File: src/logic/atr_pkg.sv
// Constants and carrier types for the conversion trigger router.
// Assumes one 100 MHz clock and an APB master on the register side.
//
// Contract
// - Three-bit code picks one of eight events
// - ADC1 events 2 and 4 by word 30
// - ADC1 events 6 to 8 options
// - ADC2 event 2 by word 31 bits 16/17
// - ADC2 event 4 by word 31 bits 24/25
// - ADC2 events 6 to 8 by word 32
// - Pad triggers sampled after input buffer
// - Timer-two and PWM triggers taken directly
// - Tick compare taken straight from timer
// - PWM SOC outputs merged into four triggers
// - Per-module route-select bits in words 35/36
// - Combined SOC-B is OR of all B
// - Unswitched SOC-A uses inverted route bit
// - Switched SOC-A uses set route bit
// - SOC-AB is SOC-B OR switched SOC-A
// - Each group starts on one of eight events
`default_nettype none
package atr_pkg;
	// Widths
	localparam int ADDR_W = 8, T1_W = 32, T2_W = 18, PB_W = 2, PWM_N = 7;
	localparam int EV_N = 8, GRP_N = 3, SRC_W = 3, SRC_STRIDE = 4;
	// Register byte offsets
	localparam logic [ADDR_W-1:0] OFS_W30 = 8'h00, OFS_W31 = 8'h04, OFS_W32 = 8'h08;
	localparam logic [ADDR_W-1:0] OFS_W35 = 8'h0c, OFS_W36 = 8'h10;
	localparam logic [ADDR_W-1:0] OFS_SRC = 8'h14, OFS_STAT = 8'h18;
	// Reset values
	localparam logic [31:0] W30_RST = 32'h0000_0001, WX_RST = 32'h0000_0000;
	// Word 30 mode bits
	localparam int MODE_PRI = 0, MODE_ALT = 1;
	// Option control bit positions, A bit then B bit
	localparam int C1_EV2 = 8, C1_EV4 = 16, C1_EV6 = 24, C1_EV7 = 0, C1_EV8A = 16, C1_EV8B = 8;
	localparam int C2_EV2 = 16, C2_EV4 = 24, C2_EV6 = 0, C2_EV7 = 8, C2_EV8 = 16;
	// Route-select bit positions inside words 35/36
	localparam int RS_B0 = 0, RS_B1 = 8, RS_B2 = 16, RS_B3 = 24;
	// Event indices
	localparam int EV1 = 0, EV2 = 1, EV3 = 2, EV4 = 3, EV5 = 4, EV6 = 5, EV7 = 6, EV8 = 7;
	// Source channel indices
	localparam int T1_P2 = 8, T1_P3 = 10, T1_P5 = 12, T1_P6 = 14;
	localparam int T1_A3 = 27, T1_A5 = 17, T1_A6 = 19, T1_A7 = 11;
	localparam int T2_A2 = 5, T2_B6 = 1, T2_A8 = 13, PB_P7 = 0, PB_P8 = 1;
	// Group indices
	localparam int GRP_EV = 0, GRP_1 = 1, GRP_2 = 2;
	// Status fields
	localparam int ST_EV1 = 0, ST_EV2 = 8, ST_PWM = 16, ST_G1 = 24, ST_G2 = 28;
	// Pad-side inputs, asynchronous to mclk
	typedef struct packed {
		logic            adc1_external_event_pin;
		logic            adc2_external_event_pin;
		logic [PB_W-1:0] port_b_bits;
		logic [T1_W-1:0] timer_one_channels;
	} atr_pad_t;
	// On-chip module outputs, already on mclk
	typedef struct packed {
		logic [T2_W-1:0]  timer_two_channels;
		logic             tick_timer_compare0;
		logic [PWM_N-1:0] pwm_start_conversion_a;
		logic [PWM_N-1:0] pwm_start_conversion_b;
	} atr_int_t;
	// Merged PWM triggers
	typedef struct packed {
		logic combined_soc_b_trigger;
		logic unswitched_soc_a_trigger;
		logic switched_soc_a_trigger;
		logic soc_ab_trigger;
	} atr_pwm_trig_t;
	// Option control pair
	typedef struct packed {
		logic b;
		logic a;
	} atr_opt_t;
endpackage
`default_nettype wire

File: src/logic/atr_soc_combine.sv
// Merges the start-of-conversion outputs of all PWM modules.
// Assumes route-select bits come from registered control words.
`default_nettype none
module atr_soc_combine
	import atr_pkg::*;
(
	// PWM start-of-conversion outputs
	input  wire logic [PWM_N-1:0] soc_a,
	input  wire logic [PWM_N-1:0] soc_b,
	// Per-module route-select bits
	input  wire logic [PWM_N-1:0] route_sel,
	// Merged triggers
	output atr_pwm_trig_t         trig
);
	// Plain OR network, no storage
	always_comb
	begin
		trig.combined_soc_b_trigger   = |soc_b;
		trig.unswitched_soc_a_trigger = |(soc_a & ~route_sel);
		trig.switched_soc_a_trigger   = |(soc_a & route_sel);
		trig.soc_ab_trigger           = (|soc_b) | (|(soc_a & route_sel));
	end
endmodule
`default_nettype wire

File: src/logic/atr_event_select.sv
// Builds the eight event signals offered to one converter.
// Assumes pad sources already synchronised to mclk.
`default_nettype none
module atr_event_select
	import atr_pkg::*;
(
	// Mode from word 30
	input  wire logic            primary,
	input  wire logic            alternate,
	// Sources
	input  wire logic            evt_pin,
	input  wire logic [T1_W-1:0] t1,
	input  wire logic [T2_W-1:0] t2,
	input  wire logic [PB_W-1:0] port_b,
	input  wire logic            tick,
	input  wire atr_pwm_trig_t   pwm,
	// Option controls for events 2, 4, 6, 7, 8
	input  wire atr_opt_t        ctl_ev2,
	input  wire atr_opt_t        ctl_ev4,
	input  wire atr_opt_t        ctl_ev6,
	input  wire atr_opt_t        ctl_ev7,
	input  wire atr_opt_t        ctl_ev8,
	// Event lines
	output logic [EV_N-1:0]      events
);
	// Option A wins, option B only when A is off
	function automatic logic pick(input atr_opt_t c, input logic a, input logic b);
		return c.a ? a : (c.b & b);
	endfunction

	// Event table per mode; neither mode gives no events
	always_comb
	begin
		events = '0;
		if (primary)
		begin
			events[EV1] = evt_pin;
			events[EV2] = t1[T1_P2];
			events[EV3] = t1[T1_P3];
			events[EV4] = tick;
			events[EV5] = t1[T1_P5];
			events[EV6] = t1[T1_P6];
			events[EV7] = port_b[PB_P7];
			events[EV8] = port_b[PB_P8];
		end
		else if (alternate)
		begin
			events[EV1] = evt_pin;
			events[EV3] = t1[T1_A3];
			events[EV5] = t1[T1_A5];
			events[EV2] = pick(ctl_ev2, t2[T2_A2], pwm.combined_soc_b_trigger);
			events[EV4] = pick(ctl_ev4, tick, pwm.unswitched_soc_a_trigger);
			events[EV6] = pick(ctl_ev6, t1[T1_A6], t2[T2_B6]);
			events[EV7] = pick(ctl_ev7, t1[T1_A7], pwm.switched_soc_a_trigger);
			events[EV8] = pick(ctl_ev8, t2[T2_A8], pwm.soc_ab_trigger);
		end
	end
endmodule
`default_nettype wire

File: src/logic/atr_trigger_router.sv
// Conversion trigger router for two converters, with APB registers.
// Assumes an APB master on mclk, pads asynchronous, modules on mclk.
//
// Added by the designer: register access over APB and the address map.
`default_nettype none
module atr_trigger_router
	import atr_pkg::*;
(
	// Clock and reset
	input  wire logic              mclk,
	input  wire logic              arst_n,
	// APB slave
	input  wire logic              psel,
	input  wire logic              penable,
	input  wire logic              pwrite,
	input  wire logic [ADDR_W-1:0] paddr,
	input  wire logic [31:0]       pwdata,
	input  wire logic [3:0]        pstrb,
	output logic [31:0]            prdata,
	output logic                   pready,
	output logic                   pslverr,
	// Trigger sources
	input  wire atr_pad_t          pad_in,
	input  wire atr_int_t          int_in,
	// Group triggers, index 0 event group, 1 group 1, 2 group 2
	output logic [GRP_N-1:0]       adc1_group_trigger,
	output logic [GRP_N-1:0]       adc2_group_trigger
);
	// Control words
	logic [31:0] pin_mux_control_word_30;   // Mode and ADC1 options
	logic [31:0] pin_mux_control_word_31;   // ADC1/ADC2 options
	logic [31:0] pin_mux_control_word_32;   // ADC1/ADC2 options
	logic [31:0] pin_mux_control_word_35;   // Route selects 1-4
	logic [31:0] pin_mux_control_word_36;   // Route selects 5-7
	logic [31:0] source_select;             // Six group codes

	// Pad synchroniser stages
	atr_pad_t pad_s1;   // First stage, read by pad_s2 only
	atr_pad_t pad_s2;   // Second stage
	atr_pad_t pad_s3;   // Third stage
	atr_pad_t pad_f;    // Accepted pad level

	// Internal combinational nets
	logic [PWM_N-1:0] route_sel;   // Route bits gathered
	atr_pwm_trig_t    pwm_trig;    // Merged PWM triggers
	logic             primary;     // Primary source set
	logic             alternate;   // Alternate source set
	logic [EV_N-1:0]  adc1_ev;     // ADC1 event lines
	logic [EV_N-1:0]  adc2_ev;     // ADC2 event lines
	logic [SRC_W-1:0] sel1 [GRP_N];   // ADC1 group codes
	logic [SRC_W-1:0] sel2 [GRP_N];   // ADC2 group codes
	logic             adc1_ev8_b;     // ADC1 event 8 option B enable

	// APB decode nets
	logic        setup;       // Setup cycle
	logic        access;      // Access cycle
	logic        mapped;      // Address hits a register
	logic        wr_ok;       // Write may take effect
	logic [31:0] status;      // Live state word
	logic [31:0] next_prdata; // Read data for this address

	// Decode of APB phases
	assign setup  = psel & ~penable;
	assign access = psel & penable;
	assign pready = 1'b1;

	// Address decode
	always_comb
	begin
		case (paddr)
			OFS_W30, OFS_W31, OFS_W32,
			OFS_W35, OFS_W36, OFS_SRC, OFS_STAT:
				mapped = 1'b1;
			default:
				mapped = 1'b0;
		endcase
	end

	// Status is read-only, so a write to it is an error
	assign wr_ok   = mapped & (paddr != OFS_STAT);
	assign pslverr = access & (~mapped | (pwrite & ~wr_ok));

	// Byte-lane merge for writes
	function automatic logic [31:0] merge(input logic [31:0] old, input logic [31:0] wd,
	                                      input logic [3:0] strb);
		logic [31:0] r;
		r = old;
		for (int i = 0; i < 4; i++)
		begin
			if (strb[i])
			begin
				r[i*8 +: 8] = wd[i*8 +: 8];
			end
		end
		return r;
	endfunction

	// Control register writes, taken at the access edge
	always_ff @(posedge mclk or negedge arst_n)
	begin
		if (!arst_n)
		begin
			pin_mux_control_word_30 <= W30_RST;
			pin_mux_control_word_31 <= WX_RST;
			pin_mux_control_word_32 <= WX_RST;
			pin_mux_control_word_35 <= WX_RST;
			pin_mux_control_word_36 <= WX_RST;
			source_select           <= WX_RST;
		end
		else if (access && pwrite && wr_ok)
		begin
			case (paddr)
				OFS_W30: pin_mux_control_word_30 <= merge(pin_mux_control_word_30, pwdata, pstrb);
				OFS_W31: pin_mux_control_word_31 <= merge(pin_mux_control_word_31, pwdata, pstrb);
				OFS_W32: pin_mux_control_word_32 <= merge(pin_mux_control_word_32, pwdata, pstrb);
				OFS_W35: pin_mux_control_word_35 <= merge(pin_mux_control_word_35, pwdata, pstrb);
				OFS_W36: pin_mux_control_word_36 <= merge(pin_mux_control_word_36, pwdata, pstrb);
				OFS_SRC: source_select <= merge(source_select, pwdata, pstrb);
				default: source_select <= source_select;
			endcase
		end
	end

	// Status word: event lines, PWM triggers, group triggers
	always_comb
	begin
		status                   = '0;
		status[ST_EV1 +: EV_N]   = adc1_ev;
		status[ST_EV2 +: EV_N]   = adc2_ev;
		status[ST_PWM +: 4]      = pwm_trig;
		status[ST_G1 +: GRP_N]   = adc1_group_trigger;
		status[ST_G2 +: GRP_N]   = adc2_group_trigger;
	end

	// Read mux
	always_comb
	begin
		case (paddr)
			OFS_W30:  next_prdata = pin_mux_control_word_30;
			OFS_W31:  next_prdata = pin_mux_control_word_31;
			OFS_W32:  next_prdata = pin_mux_control_word_32;
			OFS_W35:  next_prdata = pin_mux_control_word_35;
			OFS_W36:  next_prdata = pin_mux_control_word_36;
			OFS_SRC:  next_prdata = source_select;
			OFS_STAT: next_prdata = status;
			default:  next_prdata = '0;
		endcase
	end

	// Read data latched in the setup cycle, held through access
	always_ff @(posedge mclk or negedge arst_n)
	begin
		if (!arst_n)
		begin
			prdata <= '0;
		end
		else if (setup && !pwrite)
		begin
			prdata <= next_prdata;
		end
	end

	// Pad synchroniser: three stages, stages two and three must agree
	always_ff @(posedge mclk or negedge arst_n)
	begin
		if (!arst_n)
		begin
			pad_s1 <= '0;
			pad_s2 <= '0;
			pad_s3 <= '0;
		end
		else
		begin
			pad_s1 <= pad_in;
			pad_s2 <= pad_s1;
			pad_s3 <= pad_s2;
		end
	end

	// Accepted level changes only where stages agree
	always_ff @(posedge mclk or negedge arst_n)
	begin
		if (!arst_n)
		begin
			pad_f <= '0;
		end
		else
		begin
			pad_f <= (pad_s2 & pad_s3) | (pad_f & (pad_s2 ^ pad_s3));
		end
	end

	// Gather route-select bits of the seven PWM modules
	assign route_sel = {pin_mux_control_word_36[RS_B2], pin_mux_control_word_36[RS_B1],
	                    pin_mux_control_word_36[RS_B0], pin_mux_control_word_35[RS_B3],
	                    pin_mux_control_word_35[RS_B2], pin_mux_control_word_35[RS_B1],
	                    pin_mux_control_word_35[RS_B0]};

	// PWM merge network
	atr_soc_combine u_soc
	(
		.soc_a     (int_in.pwm_start_conversion_a),
		.soc_b     (int_in.pwm_start_conversion_b),
		.route_sel (route_sel),
		.trig      (pwm_trig)
	);

	// Mode decode; primary has priority over alternate
	assign primary   = pin_mux_control_word_30[MODE_PRI];
	assign alternate = ~pin_mux_control_word_30[MODE_PRI] & pin_mux_control_word_30[MODE_ALT];

	// ADC1 event 8 option B also needs word 31 bit 8 clear
	assign adc1_ev8_b = pin_mux_control_word_31[C1_EV8B + 1] & ~pin_mux_control_word_31[C1_EV8B];

	// ADC1 events, controls in words 30 to 32
	atr_event_select u_ev1
	(
		.primary   (primary),
		.alternate (alternate),
		.evt_pin   (pad_f.adc1_external_event_pin),
		.t1        (pad_f.timer_one_channels),
		.t2        (int_in.timer_two_channels),
		.port_b    (pad_f.port_b_bits),
		.tick      (int_in.tick_timer_compare0),
		.pwm       (pwm_trig),
		.ctl_ev2   (pin_mux_control_word_30[C1_EV2 +: 2]),
		.ctl_ev4   (pin_mux_control_word_30[C1_EV4 +: 2]),
		.ctl_ev6   (pin_mux_control_word_30[C1_EV6 +: 2]),
		.ctl_ev7   (pin_mux_control_word_31[C1_EV7 +: 2]),
		.ctl_ev8   ({adc1_ev8_b, pin_mux_control_word_32[C1_EV8A]}),
		.events    (adc1_ev)
	);

	// ADC2 events, controls in words 31 and 32
	atr_event_select u_ev2
	(
		.primary   (primary),
		.alternate (alternate),
		.evt_pin   (pad_f.adc2_external_event_pin),
		.t1        (pad_f.timer_one_channels),
		.t2        (int_in.timer_two_channels),
		.port_b    (pad_f.port_b_bits),
		.tick      (int_in.tick_timer_compare0),
		.pwm       (pwm_trig),
		.ctl_ev2   (pin_mux_control_word_31[C2_EV2 +: 2]),
		.ctl_ev4   (pin_mux_control_word_31[C2_EV4 +: 2]),
		.ctl_ev6   (pin_mux_control_word_32[C2_EV6 +: 2]),
		.ctl_ev7   (pin_mux_control_word_32[C2_EV7 +: 2]),
		.ctl_ev8   (pin_mux_control_word_32[C2_EV8 +: 2]),
		.events    (adc2_ev)
	);

	// Group code fields, ADC1 in bits 0 to 11, ADC2 in bits 12 to 23
	for (genvar g = 0; g < GRP_N; g++)
	begin : g_sel
		assign sel1[g] = source_select[g*SRC_STRIDE +: SRC_W];
		assign sel2[g] = source_select[(g+GRP_N)*SRC_STRIDE +: SRC_W];
	end

	// Group triggers: code indexes the event lines, registered
	always_ff @(posedge mclk or negedge arst_n)
	begin
		if (!arst_n)
		begin
			adc1_group_trigger <= '0;
			adc2_group_trigger <= '0;
		end
		else
		begin
			for (int g = 0; g < GRP_N; g++)
			begin
				adc1_group_trigger[g] <= adc1_ev[sel1[g]];
				adc2_group_trigger[g] <= adc2_ev[sel2[g]];
			end
		end
	end
endmodule
`default_nettype wire

File: config.mk
export PLATFORM = sky130hd
export DESIGN_NAME = atr_trigger_router
export DESIGN_NICKNAME = d
export VERILOG_FILES = /design/src/logic/atr_pkg.sv /design/src/logic/atr_soc_combine.sv /design/src/logic/atr_event_select.sv /design/src/logic/atr_trigger_router.sv
export SDC_FILE = /design/constraint.sdc
export NUM_CORES = 1
export LEC_CHECK = 0
export ABC_CLOCK_PERIOD_IN_PS = 2620
export BUFFER_PORTS_ARGS = -buffer_cell sky130_fd_sc_hd__buf_2
export CAP_MARGIN = 5
export CORE_UTILIZATION = 45
export DETAILED_ROUTE_END_ITERATION = 12
export PLACE_DENSITY = 0.69
export SYNTH_ARGS = -nofsm -noshare
export SYNTH_HDL_FRONTEND = slang
export SYNTH_SLANG_ARGS = --single-unit
File: constraint.sdc
create_clock -name mclk -period 2.62 [get_ports mclk]
set_input_delay 0.524 -clock mclk [delete_from_list [all_inputs] [get_ports mclk]]
set_output_delay 0.524 -clock mclk [all_outputs]
set_load 0.02 [all_outputs]
Yosys cells after proc, flatten, opt, wreduce, memory -nomap -nowiden
Cells that the tools add are included.
- magnitude comparators: 6
- equal/unequal tests: 7
- mux-type cells: 28
- bitwise gates (word level): 31
- reduce and logical (&&, ||, !) cells: 33
- operators by type and width (operator ; number):
    32-bit one-hot mux with 7 select lines ; 1
    36-bit bitwise AND ; 2
    3-bit AND reduction ; 24
    36-bit OR ; 1
    36-bit XOR ; 1
    8-bit two-way mux ; 4
    7-bit OR reduction ; 4
    8-bit by 5-bit equality test with 1-bit output (second input constant) ; 3
    3-bit by 4-bit < comparator with 1-bit output (second input constant) ; 6
    1-bit binary-select mux with 3-bit select ; 6
    1-bit bitwise AND ; 17
    1-bit two-way mux ; 17
    8-bit by 4-bit equality test with 1-bit output (second input constant) ; 2
    7-bit bitwise AND ; 2
    8-bit by 3-bit equality test with 1-bit output (second input constant) ; 1
    8-bit logical NOT ; 1
    8-bit by 5-bit inequality test with 1-bit output (second input constant) ; 1
    7-bit inverter ; 1
    1-bit inverter ; 5
    1-bit logical AND ; 3
    1-bit OR ; 2
    1-bit logical NOT ; 1
- flip-flop bits (word level): 374
- bits of input ports: 118
- output and inout port bits: 40
- logic and storage cells: 148

Logic depth before layout (Yosys ltp)
Gate-level depths: netlist of run 1.
- depth after elaboration: 9
- depth in mapped cells: 10
- depth with buffers taken out: 6

Cells and area by module
Synthesis of run 1 repeated with hierarchy kept, for this count alone.
- cell total of the unflattened synthesis: 1109
- area total of the unflattened synthesis: 15656.3 sq um
- by module, submodules not included (module ; times used ; cells an instance ; area an instance (sq um) ; sequential area each (sq um)):
    atr_trigger_router ; 1 ; 1039 ; 15159.5 ; 9360.2
    atr_event_select ; 2 ; 26 ; 195.2 ; 0.0
    atr_soc_combine ; 1 ; 18 ; 106.4 ; 0.0

Worst setup path after synthesis of run 1
Ideal clock, no wire load.
- path type: input to output
- from: in paddr[2]
- to: out pslverr
- arrival: 1932 ps
- required time: 2096 ps
- setup slack: 164 ps
- cell stages on the path: 6
- path buffers: 4
- path through: buf_2 > buf_2 > buf_2 > buf_2 > o211ai_1 > a31oi_1
- cells in the longest elaborated chain, start to end: 8
- elaborated cells between the ends (all ways): 16
- classes of those cells: eq/ne: 7; mux: 1; bitwise: 6; reduce/logical: 2
- ends and longest elaborated chain (element ; RTL line ; source):
    from (decl) ; atr_trigger_router.sv:16 ; input wire logic [ADDR_W-1:0] paddr,
    8-bit by 5-bit equality test with 1-bit output, or another cell as far along ; atr_trigger_router.sv:70 ; case (paddr)
    7-bit OR reduction ; atr_trigger_router.sv:70 ;
    1-bit two-way mux ; atr_trigger_router.sv:70 ;
    1-bit bitwise AND ; atr_trigger_router.sv:80 ; assign wr_ok = mapped & (paddr != OFS_STAT);
    1-bit inverter ; atr_trigger_router.sv:81 ; assign pslverr = access & (~mapped | (pwrite & ~wr_ok));
    1-bit bitwise AND ; atr_trigger_router.sv:81 ;
    1-bit OR * ; atr_trigger_router.sv:81 ;
    1-bit bitwise AND * ; atr_trigger_router.sv:81 ;
    to (decl) ; atr_trigger_router.sv:21 ; output logic pslverr,
Every way passes the cells marked *; elsewhere a longest branch is shown, timed or not.

Worst setup path in the final report of run 1
- from: reg pin_mux_control_word_30[0]
- to: reg adc2_group_trigger[2]
- cells in the longest elaborated chain, start to end: 6
- ends and longest elaborated chain (element ; RTL line ; source):
    from (decl) ; atr_trigger_router.sv:30 ; logic [31:0] pin_mux_control_word_30;
    from (signal assigned) ; atr_trigger_router.sv:113 ; OFS_W30: pin_mux_control_word_30 <= merge(pin_mux_control_word_30, pwdata, pstrb);
    1-bit inverter ; atr_trigger_router.sv:210 ; assign alternate = ~pin_mux_control_word_30[MODE_PRI] & pin_mux_control_word_30[MODE_ALT];
    1-bit bitwise AND ; atr_trigger_router.sv:210 ;
    8-bit two-way mux ; atr_event_select.sv:46 ; else if (alternate)
    8-bit two-way mux * ; atr_event_select.sv:35 ; if (primary)
    1-bit binary-select mux with 3-bit select * ; atr_trigger_router.sv:273 ; adc2_group_trigger[g] <= adc2_ev[sel2[g]];
    1-bit two-way mux (implied by the code) * ; atr_trigger_router.sv:273 ;
    to (signal, indexed assignment) ; atr_trigger_router.sv:273 ;
    to (decl) ; atr_trigger_router.sv:27 ; output logic [GRP_N-1:0] adc2_group_trigger
Every way passes the cells marked *; elsewhere a longest branch is shown, timed or not. The select of a mux whose other input is x is not followed.
A chain may end at the register's enable or synchronous reset.

==> flow_metrics.tcl, run 1 <==
set metrics [dict create \
    synthCells 993 \
    crit_path_start "pin_mux_control_word_30[0]$_DFFE_PN1P_" \
    cts.repair.resized 0 \
    powerDensity_mw_per_mm2 615 \
    dieWidth_um 169 \
    rsz0062_at_grt "false" \
    worst_setup_path_end_kind "register" \
    dr.pass1.iters 9 \
    place.gp.congestion 0.928 \
    worst_pin_slew_ns 1.02 \
    p_leak_nw 7.32 \
    syn_avg_cell_area_um2 12.6 \
    yosys_warnings 0 \
    async_reset_ff_share_pct 100 \
    die_h_um 169 \
    outcome "completed" \
    synth_top_family_by_area "multiplexers" \
    fin_crit_sh_pct 96.0 \
    synthToLayoutAreaGrowth_pct 19.6 \
    synth-compound-area-share_pct 12.4 \
    route.detailed.drc 0 \
    cts-buffers-inserted 29 \
    synth_edf_count 0 \
    synth.most_common_cell "dfrtp_1" \
    yosysTopAreaCellShare_pct 55.3 \
    io_buffers 117 \
    ys_seq_elements 278 \
    vias 9206 \
    fin_setup_tns_ns 0 \
    clock-sinks 278 \
    grt_pass1_wl_um 55000 \
    synth.area.top_cells "dfrtp_1, mux2_2, mux2_1" \
    layout.nets 1283 \
    antenna_cells 0 \
    root_buffer "clkbuf_16" \
    cp.arrival_ns 2.97 \
    timing.rr.start "pin_mux_control_word_30[0]$_DFFE_PN1P_" \
    worst-path-max-fanout 13 \
    drive_gt1_share_pct 36.9 \
    hold_start "pad_in[32]" \
    path_class "register to register" \
    clkLatencyLatePin_ns 0.55 \
    start_kind "register" \
    synthDistinctLibCells 67 \
    clk_path_buf_depth 3 \
    synth_fa_ha_area_share_pct 1.20 \
    max_cap_violations 0 \
    track_usage_pct 25.6 \
    yosys-top-cells-count "dfrtp_1, mux2_2, nand2_1, o21ai_0, mux2_1" \
    syn_nets 1123 \
    wl_per_cell_um 23.1 \
    cts_tree "yes" \
    ys_seq_area_share_pct 55.5 \
    ys.flop_type "dfrtp_1" \
    fin_util_pct 55.2 \
    dpl.hpwl_um 24900 \
    hold_viol 0 \
    rows 60 \
    setup_viol 0 \
    routed_wl_um 35800 \
    ios 158 \
    cp.required_ns 3.07 \
    vias_per_cell 5.95 \
    grt_max_degree 100 \
    period_needed_ns 2.52 \
    irDropWorstVdd_mv 0.434 \
    start_util_pct 46.1 \
    path_clk_slew_ns 0.06 \
    synth_area_mm2 0.0125 \
    htreeDepth 1 \
    synthXorXnorAreaFrac_pct 0 \
    dieArea_mm2 0.0285 \
    yosys.area.top_type "dfrtp_1" \
    antenna_found_initial 2 \
    first_global_vias 9096 \
    muxShareOfSynthArea_pct 20.4 \
    coreArea_mm2 0.0272 \
    yosys.area_share.simple_pct 8.25 \
    drv_slew 0 \
    drt_iter0_drc 823 \
    antenna_left 0 \
    fin_skew_ns 0.0113 \
    post-cts-setup-buffers 0 \
    grt-ovfl-total 0 \
    relSlewSlack_pct 31.9 \
    hold_class "primary input to register" \
    max_clock_freq_mhz 398 \
]
-- path summary, 6_finish.rpt --
kind | to | slack [ns] | cells past startpoint
max reg2reg | adc2_group_trigger[2]$_DFF_PN0_ | 0.10 | 5
max | adc2_group_trigger[2]$_DFF_PN0_ | 0.10 | 5
min | pad_s1[32]$_DFF_PN0_ | 0.08 | 1
max in group asynchronous | pin_mux_control_word_35[27]$_DFFE_PN0P_ | 1.42 | 3
min in group asynchronous | pin_mux_control_word_30[14]$_DFFE_PN0P_ | 0.41 | 2
min reg2reg | pad_s2[19]$_DFF_PN0_ | 0.35 | 0
-- metrics by stage --
stage               power [mW]  setup slack [ns]  instances  area (µm²)  hold slack, ns
floorplan                 4.56             0.164        993       12500           0.228
global placement          4.86            0.0973       1493       13900           0.333
detailed placement        4.86            0.0334       1493       13900           0.335
CTS                       9.30             0.196       1548       15000          0.0602
global route              9.51            0.0534       1548       15000          0.0568
finish                    9.22             0.104       1548       15000          0.0755
-- worst max-delay path: stages (launching register included) --
cell and delay [ns]:
dfstp_2 0.42, nor2b_1 0.80, a22oi_1 0.43, mux2_2 0.39, o21a_1 0.17, a211oi_1 0.20
-- timing repair --
action                     CTS  global route
setup endpoints to repair    0             0
hold endpoints to repair    20             0
hold buffers                 1             0
-- per-layer routing --
layer / routed length (µm) / share of wire (%) / track usage, %
met5: 29 / 0.081 / 0
met4: 855 / 2.4 / 6.92
met3: 3060 / 8.5 / 4.77
met2: 16600 / 46 / 40.4
met1: 15300 / 43 / 36.3
-- power by group --
part	internal [mW]	switching (mW)	total, mW
Clock	2.69	1.75	4.44
Combinational	0.130	0.281	0.411
Sequential	4.34	0.0295	4.37
Total	7.17	2.06	9.22
-- registers in the layout, summed over array words and instances, names as in the netlist --
name                     flops
pin_mux_control_word_31     32
source_select               32
pin_mux_control_word_30     32
pin_mux_control_word_35     32
pad_s2                      12
pad_s1                      12
pad_s3                      12
prdata                      32
pin_mux_control_word_36     32
pin_mux_control_word_32     32
adc1_group_trigger           3
adc2_group_trigger           3
pad_f                       12
-- cell families (layout without fill, tap and decap cells) --
group,after synthesis,after routing
buf+inv,64,247
simple gates,194,194
fa+ha+maj,12,12
mux,228,228
flops,278,278
compound gates,216,216
other cells,1,1
-- cells in the final DEF, fill, tap and decap left out, drive strengths merged, types with 12 or more instances in the layout --
master,count
dfrtp,277
mux2,203
buf,175
nand2,93
o21ai,48
clkbuf,35
a22oi,30
nor2,30
mux2i,23
a21oi,21
inv,19
a222oi,17
nand3,16
a21o,15
a221oi,15
a22o,14
ha,12
-- area by class of cell --
class	instances	area, µm²
fillers	2286	12200
flip-flops and latches	278	6960
multi-input cells	651	5320
repair buffers	176	1140
clock buffers	35	808
well taps	372	465
clock inverters	19	241
inverters	17	63.8
Note: power is estimated with default switching activity, not from simulation.
==> run 2, diff against run 1 <==
Settings changed: ABC_CLOCK_PERIOD_IN_PS 2620 to 2140, PLACE_DENSITY 0.69 to 0.71.
Clock period 2.62 ns to 2.14 ns, I/O delays scaled along.
==> flow_metrics.tcl, run 2 (synthesis results as in run 1) <==
set metrics [dict create \
    track_usage_pct 25.9 \
    final_cell_mix "dfrtp_1, mux2_2, buf_2, buf_4, nand2_1" \
    cts-buffers-inserted 30 \
    start_kind "register" \
    drt_iter0_drc 876 \
    clock-sinks 278 \
    grt_max_degree 66 \
    rows 60 \
    worst_hold_slack_ns 0.154 \
    layout.nets 1353 \
    drive_gt1_share_pct 39.5 \
    vias_per_cell 5.90 \
    clk_path_buf_depth 3 \
    path_clk_slew_ns 0.06 \
    powerDensity_mw_per_mm2 732 \
    wl_per_cell_um 22.5 \
    place.gp.congestion 0.938 \
    outcome "completed" \
    worst-path-buf-inv 2 \
    worst-path-max-fanout 4 \
    antenna_found_initial 1 \
    relSlewSlack_pct 52.1 \
    met2_usage_pct 40.4 \
    antenna_left 0 \
    final_area_mm2 0.0156 \
    hold_start "pwdata[15]" \
    crit_path_start "pin_mux_control_word_35[24]$_DFFE_PN0P_" \
    vias 9542 \
    dieArea_mm2 0.0285 \
    die_h_um 169 \
    routed_wl_um 36400 \
    critPathMaxStageDelay_ns 0.36 \
    hold_viol 0 \
    fin_crit_sh_pct 97.1 \
    cp.required_ns 2.56 \
    root_buffer "clkbuf_16" \
    critPathSlowestCell "dfrtp_1" \
    dr.pass1.iters 5 \
    ios 158 \
    crit_family "compound AO/OA/AOI/OAI gates" \
    max_clock_freq_mhz 481 \
    dpl.hpwl_um 26200 \
    worst_setup_path_end_kind "register" \
    regArea_mm2 0.00696 \
    path_class "register to register" \
    layout_commonest_cell "dfrtp_1" \
    period_needed_ns 2.08 \
    clkLatencyLatePin_ns 0.57 \
    start_util_pct 46.1 \
    path_cells "buf_4, inv_1, a222oi_1, nand4_1, and4b_1, o211ai_1, o211ai_1" \
    first_global_vias 9509 \
    timing.rr.start "pin_mux_control_word_35[24]$_DFFE_PN0P_" \
    nFillCells 2271 \
    dieWidth_um 169 \
    route.detailed.drc 0 \
    worst_pin_slew_ns 0.710 \
    synthToLayoutAreaGrowth_pct 24.7 \
    place_area_mm2 0.0144 \
    use_met3_pct 4.77 \
    antenna_cells 0 \
    grt_pass1_wl_um 56000 \
    multiInputGateArea_mm2 0.00535 \
    cts_tree "yes" \
    setup_viol 0 \
    grt-ovfl-total 0 \
    irDropWorstVdd_mv 0.478 \
    use_met1_pct 35.4 \
    io_buffers 117 \
    cpMostUsedCell "o211ai_1" \
    grt_busiest_layer "met2" \
    p_leak_nw 7.70 \
    cp.arrival_ns 2.50 \
    hold_class "primary input to register" \
    coreArea_mm2 0.0272 \
    max_cap_violations 0 \
    fin_skew_ns 0.0224 \
    drv_slew 0 \
    htreeDepth 1 \
]
[run 2: power by group]
part	switching [mW]	leakage (nW)	total, mW	internal (mW)
Sequential	0.0357	3.78	5.35	5.32
Clock	2.11	0.537	5.54	3.43
Combinational	0.356	3.39	0.560	0.205
[run 2: what timing repair did]
action	CTS	global route
buffers inserted	0	1
gates resized for setup	2	3
hold endpoints to repair	48	0
pin swaps	0	3
hold buffers	13	0
setup endpoints to repair	2	8
gates cloned	0	0
[run 2: area by class of cell]
cell class,count,share of cell area [%]
multi-input cells,651,34.2
clock buffers,46,6.15
flip-flops and latches,278,44.5
clock inverters,7,0.752
well taps,372,2.98
repair buffers,245,11.0
inverters,17,0.408
[run 2: path summary, 6_finish.rpt]
check,endpoint,slack (ns),cells after the start
min reg2reg,pad_s2[10]$_DFF_PN0_,0.35,0
max,prdata[11]$_DFFE_PN0P_,0.06,7
min in group asynchronous,pin_mux_control_word_31[15]$_DFFE_PN0P_,0.36,2
max in group asynchronous,pin_mux_control_word_30[0]$_DFFE_PN1P_,1.07,3
max reg2reg,prdata[11]$_DFFE_PN0P_,0.06,7
min,pin_mux_control_word_35[15]$_DFFE_PN0P_,0.15,2
[run 2: layer usage]
metal,vias to the layer above,routed length (µm)
met4,2,1570
met5,-,11
li1,4186,-
met3,105,2960
met1,4811,15400
met2,438,16500
[run 2: per-stage QoR]
stage | setup TNS (ns) | worst slack (ns) | util [%] | total power [mW] | instances
global placement | -22.81 | -0.220 | 53.0 | 5.98 | 1549
CTS | 0 | 0.0380 | 57.5 | 11.5 | 1615
floorplan | 0 | 0.0173 | - | 5.59 | 993
global route | -0.00682 | -0.00682 | 57.5 | 11.8 | 1616
finish | 0 | 0.0612 | 57.5 | 11.5 | 1616
detailed placement | -28.18 | -0.222 | 53.0 | 5.99 | 1549
==> run 3, diff against run 2 <==
Settings changed: ABC_AREA set to 1, ABC_CLOCK_PERIOD_IN_PS 2140 to 2100, PLACE_DENSITY 0.71 to 0.68.
Clock period 2.14 ns to 2.1 ns, I/O delays scaled along.
==> flow_metrics.tcl, run 3 <==
set metrics [dict create \
    start_util_pct 45.9 \
    critPathMaxStageDelay_ns 0.25 \
    path_clk_slew_ns 0.06 \
    layout_commonest_cell "nand2_1" \
    async_reset_ff_share_pct 100 \
    clkLatencyLatePin_ns 0.54 \
    hold_viol 0 \
    io_buffers 117 \
    power_mw 10.9 \
    dr.pass1.iters 6 \
    vias 10283 \
    met2_usage_pct 38.0 \
    vias_per_cell 5.19 \
    hold_start "pwdata[21]" \
    route.detailed.drc 0 \
    first_global_vias 9967 \
    grt_busiest_layer "met2" \
    rsz0062_at_grt "false" \
    yosysTopAreaCellShare_pct 54.1 \
    fin_setup_tns_ns 0 \
    setup_viol 0 \
    dieWidth_um 171 \
    cp.required_ns 1.68 \
    drive_gt1_share_pct 18.8 \
    cp.arrival_ns 1.55 \
    rows 61 \
    fin_util_pct 53.5 \
    cts.repair.resized 0 \
    yosys.area.top_type "dfrtp_1" \
    syn_nets 1570 \
    synth.area.top_cells "dfrtp_1, nand2_1, o21ai_1" \
    grt-ovfl-total 0 \
    grt_max_degree 66 \
    critPathSlowestCell "nor2_1" \
    ys_seq_area_share_pct 54.3 \
    synthCells 1440 \
    use_met3_pct 3.12 \
    wl_per_cell_um 16.7 \
    period_needed_ns 1.97 \
    root_buffer "clkbuf_16" \
    irDropWorstVdd_mv 0.509 \
    clk_path_buf_depth 3 \
    die_h_um 171 \
    nFillCells 2607 \
    worst-path-max-fanout 5 \
    drv_slew 0 \
    fin_skew_ns 0.0161 \
    start_kind "primary input" \
    timing.rr.start "pin_mux_control_word_30[0]$_DFFE_PN1P_" \
    path_class "primary input to output pin" \
    cts_tree "yes" \
    synth_edf_count 0 \
    antenna_cells 0 \
    final_cell_mix "nand2_1, dfrtp_1, o21ai_1, buf_2, inv_1" \
    ys.flop_type "dfrtp_1" \
    grt_pass1_wl_um 53700 \
    dpl.hpwl_um 23000 \
    antenna_left 0 \
    clock-sinks 278 \
    hold_buffers 13 \
    use_met1_pct 32.8 \
    yosys-top-cells-count "nand2_1, dfrtp_1, o21ai_1, inv_1, nand3_1" \
    yosys_warnings 0 \
    layout.nets 1715 \
    synthToLayoutAreaGrowth_pct 16.5 \
    outcome "completed" \
    routed_wl_um 33000 \
    cts-buffers-inserted 29 \
    place.gp.congestion 0.901 \
    post-cts-setup-buffers 0 \
    synth_area_mm2 0.0128 \
    ys_seq_elements 278 \
    htreeDepth 1 \
    worst-path-buf-inv 3 \
    synth.most_common_cell "nand2_1" \
    powerDensity_mw_per_mm2 727 \
    max_clock_freq_mhz 508 \
    syn_avg_cell_area_um2 8.90 \
    dieArea_mm2 0.0292 \
    p_leak_nw 7.80 \
    worst_setup_path_end_kind "output pin" \
    antenna_found_initial 0 \
    track_usage_pct 23.7 \
    ios 158 \
    crit_family "simple AND/OR/NAND/NOR gates" \
    cpMostUsedCell "buf_2" \
    hold_class "primary input to register" \
    fin_crit_sh_pct 93.8 \
    crit_path_start "paddr[1]" \
    drt_iter0_drc 976 \
    path_cells "buf_2, nor2_4, nand3_2, nor2_1, inv_1, o22ai_1, buf_2" \
    synthDistinctLibCells 43 \
    coreArea_mm2 0.0279 \
    max_cap_violations 0 \
]
[run 3: cell count changes in the layout (fill, tap and decap cells not counted), sizes merged, moves of 13 or more]
cell    delta
inv       +86
a222oi    -17
a22oi     -30
nand3     +57
mux2     -203
buf       -78
mux2i     -23
a221oi    -13
nand2    +465
o21ai    +184
[run 3: path summary, 6_finish.rpt]
path                                                            to  slack, ns  cells past startpoint
min in group asynchronous  pin_mux_control_word_35[31]$_DFFE_PN0P_       0.38                      2
hold reg to reg                               pad_s2[19]$_DFF_PN0_       0.34                      0
max in group asynchronous   pin_mux_control_word_30[0]$_DFFE_PN1P_       1.00                      3
hold / removal             pin_mux_control_word_36[21]$_DFFE_PN0P_       0.23                      3
setup reg to reg                   adc1_group_trigger[2]$_DFF_PN0_       0.26                      9
setup / recovery                                           pslverr       0.13                      7
[run 3: kinds of logic (layout without fill, tap and decap cells)]
| kind of cell | after synthesis | after routing | synth area share [%] |
|---|---|---|---|
| other | 1 | 1 | 0.0292 |
| flip-flops | 278 | 278 | 54.3 |
| AND/OR/NAND/NOR | 686 | 686 | 23.8 |
| buffers and inverters | 159 | 322 | 6.45 |
| adder cells (fa/ha/maj) | 12 | 12 | 1.17 |
| AO/OA/AOI/OAI | 304 | 304 | 14.3 |
[run 3: area by class of cell]
cell class              instances  area, µm²  area share [%]
clock buffers                  47        883            5.92
clock inverters                 2       35.0           0.235
inverters                     106        400            2.68
multi-input cells            1003       5040            33.8
flip-flops and latches        278       6960            46.6
well taps                     378        473            3.17
repair buffers                167       1140            7.64
[run 3: per-layer routing]
layer  share of wire, %  routed length (µm)
met2                 47               15600
met4                3.2                1050
met1                 45               14700
met5                  0                   0
met3                5.2                1710
[run 3: stage by stage]
stage	instance area, µm²	hold slack, ns	setup WS, ns	cells
final	14900	0.231	0.131	1981
after global routing	14900	0.233	0.0423	1981
after CTS	14900	0.212	0.133	1981
after detailed placement	13900	0.336	0.0518	1919
after global placement	13900	0.333	0.0802	1919
after floorplan	12800	0.124	0.164	1440
[run 3: report_power, final]
group / internal (mW) / switching (mW)
clock network: 2.96 / 1.99
registers: 5.42 / 0.0310
logic: 0.145 / 0.305
total: 8.52 / 2.33
[run 3: worst min-delay path, cell delays in order]
cell and delay, ns:
buf_2 0.08, inv_1 0.10, o21ai_2 0.14
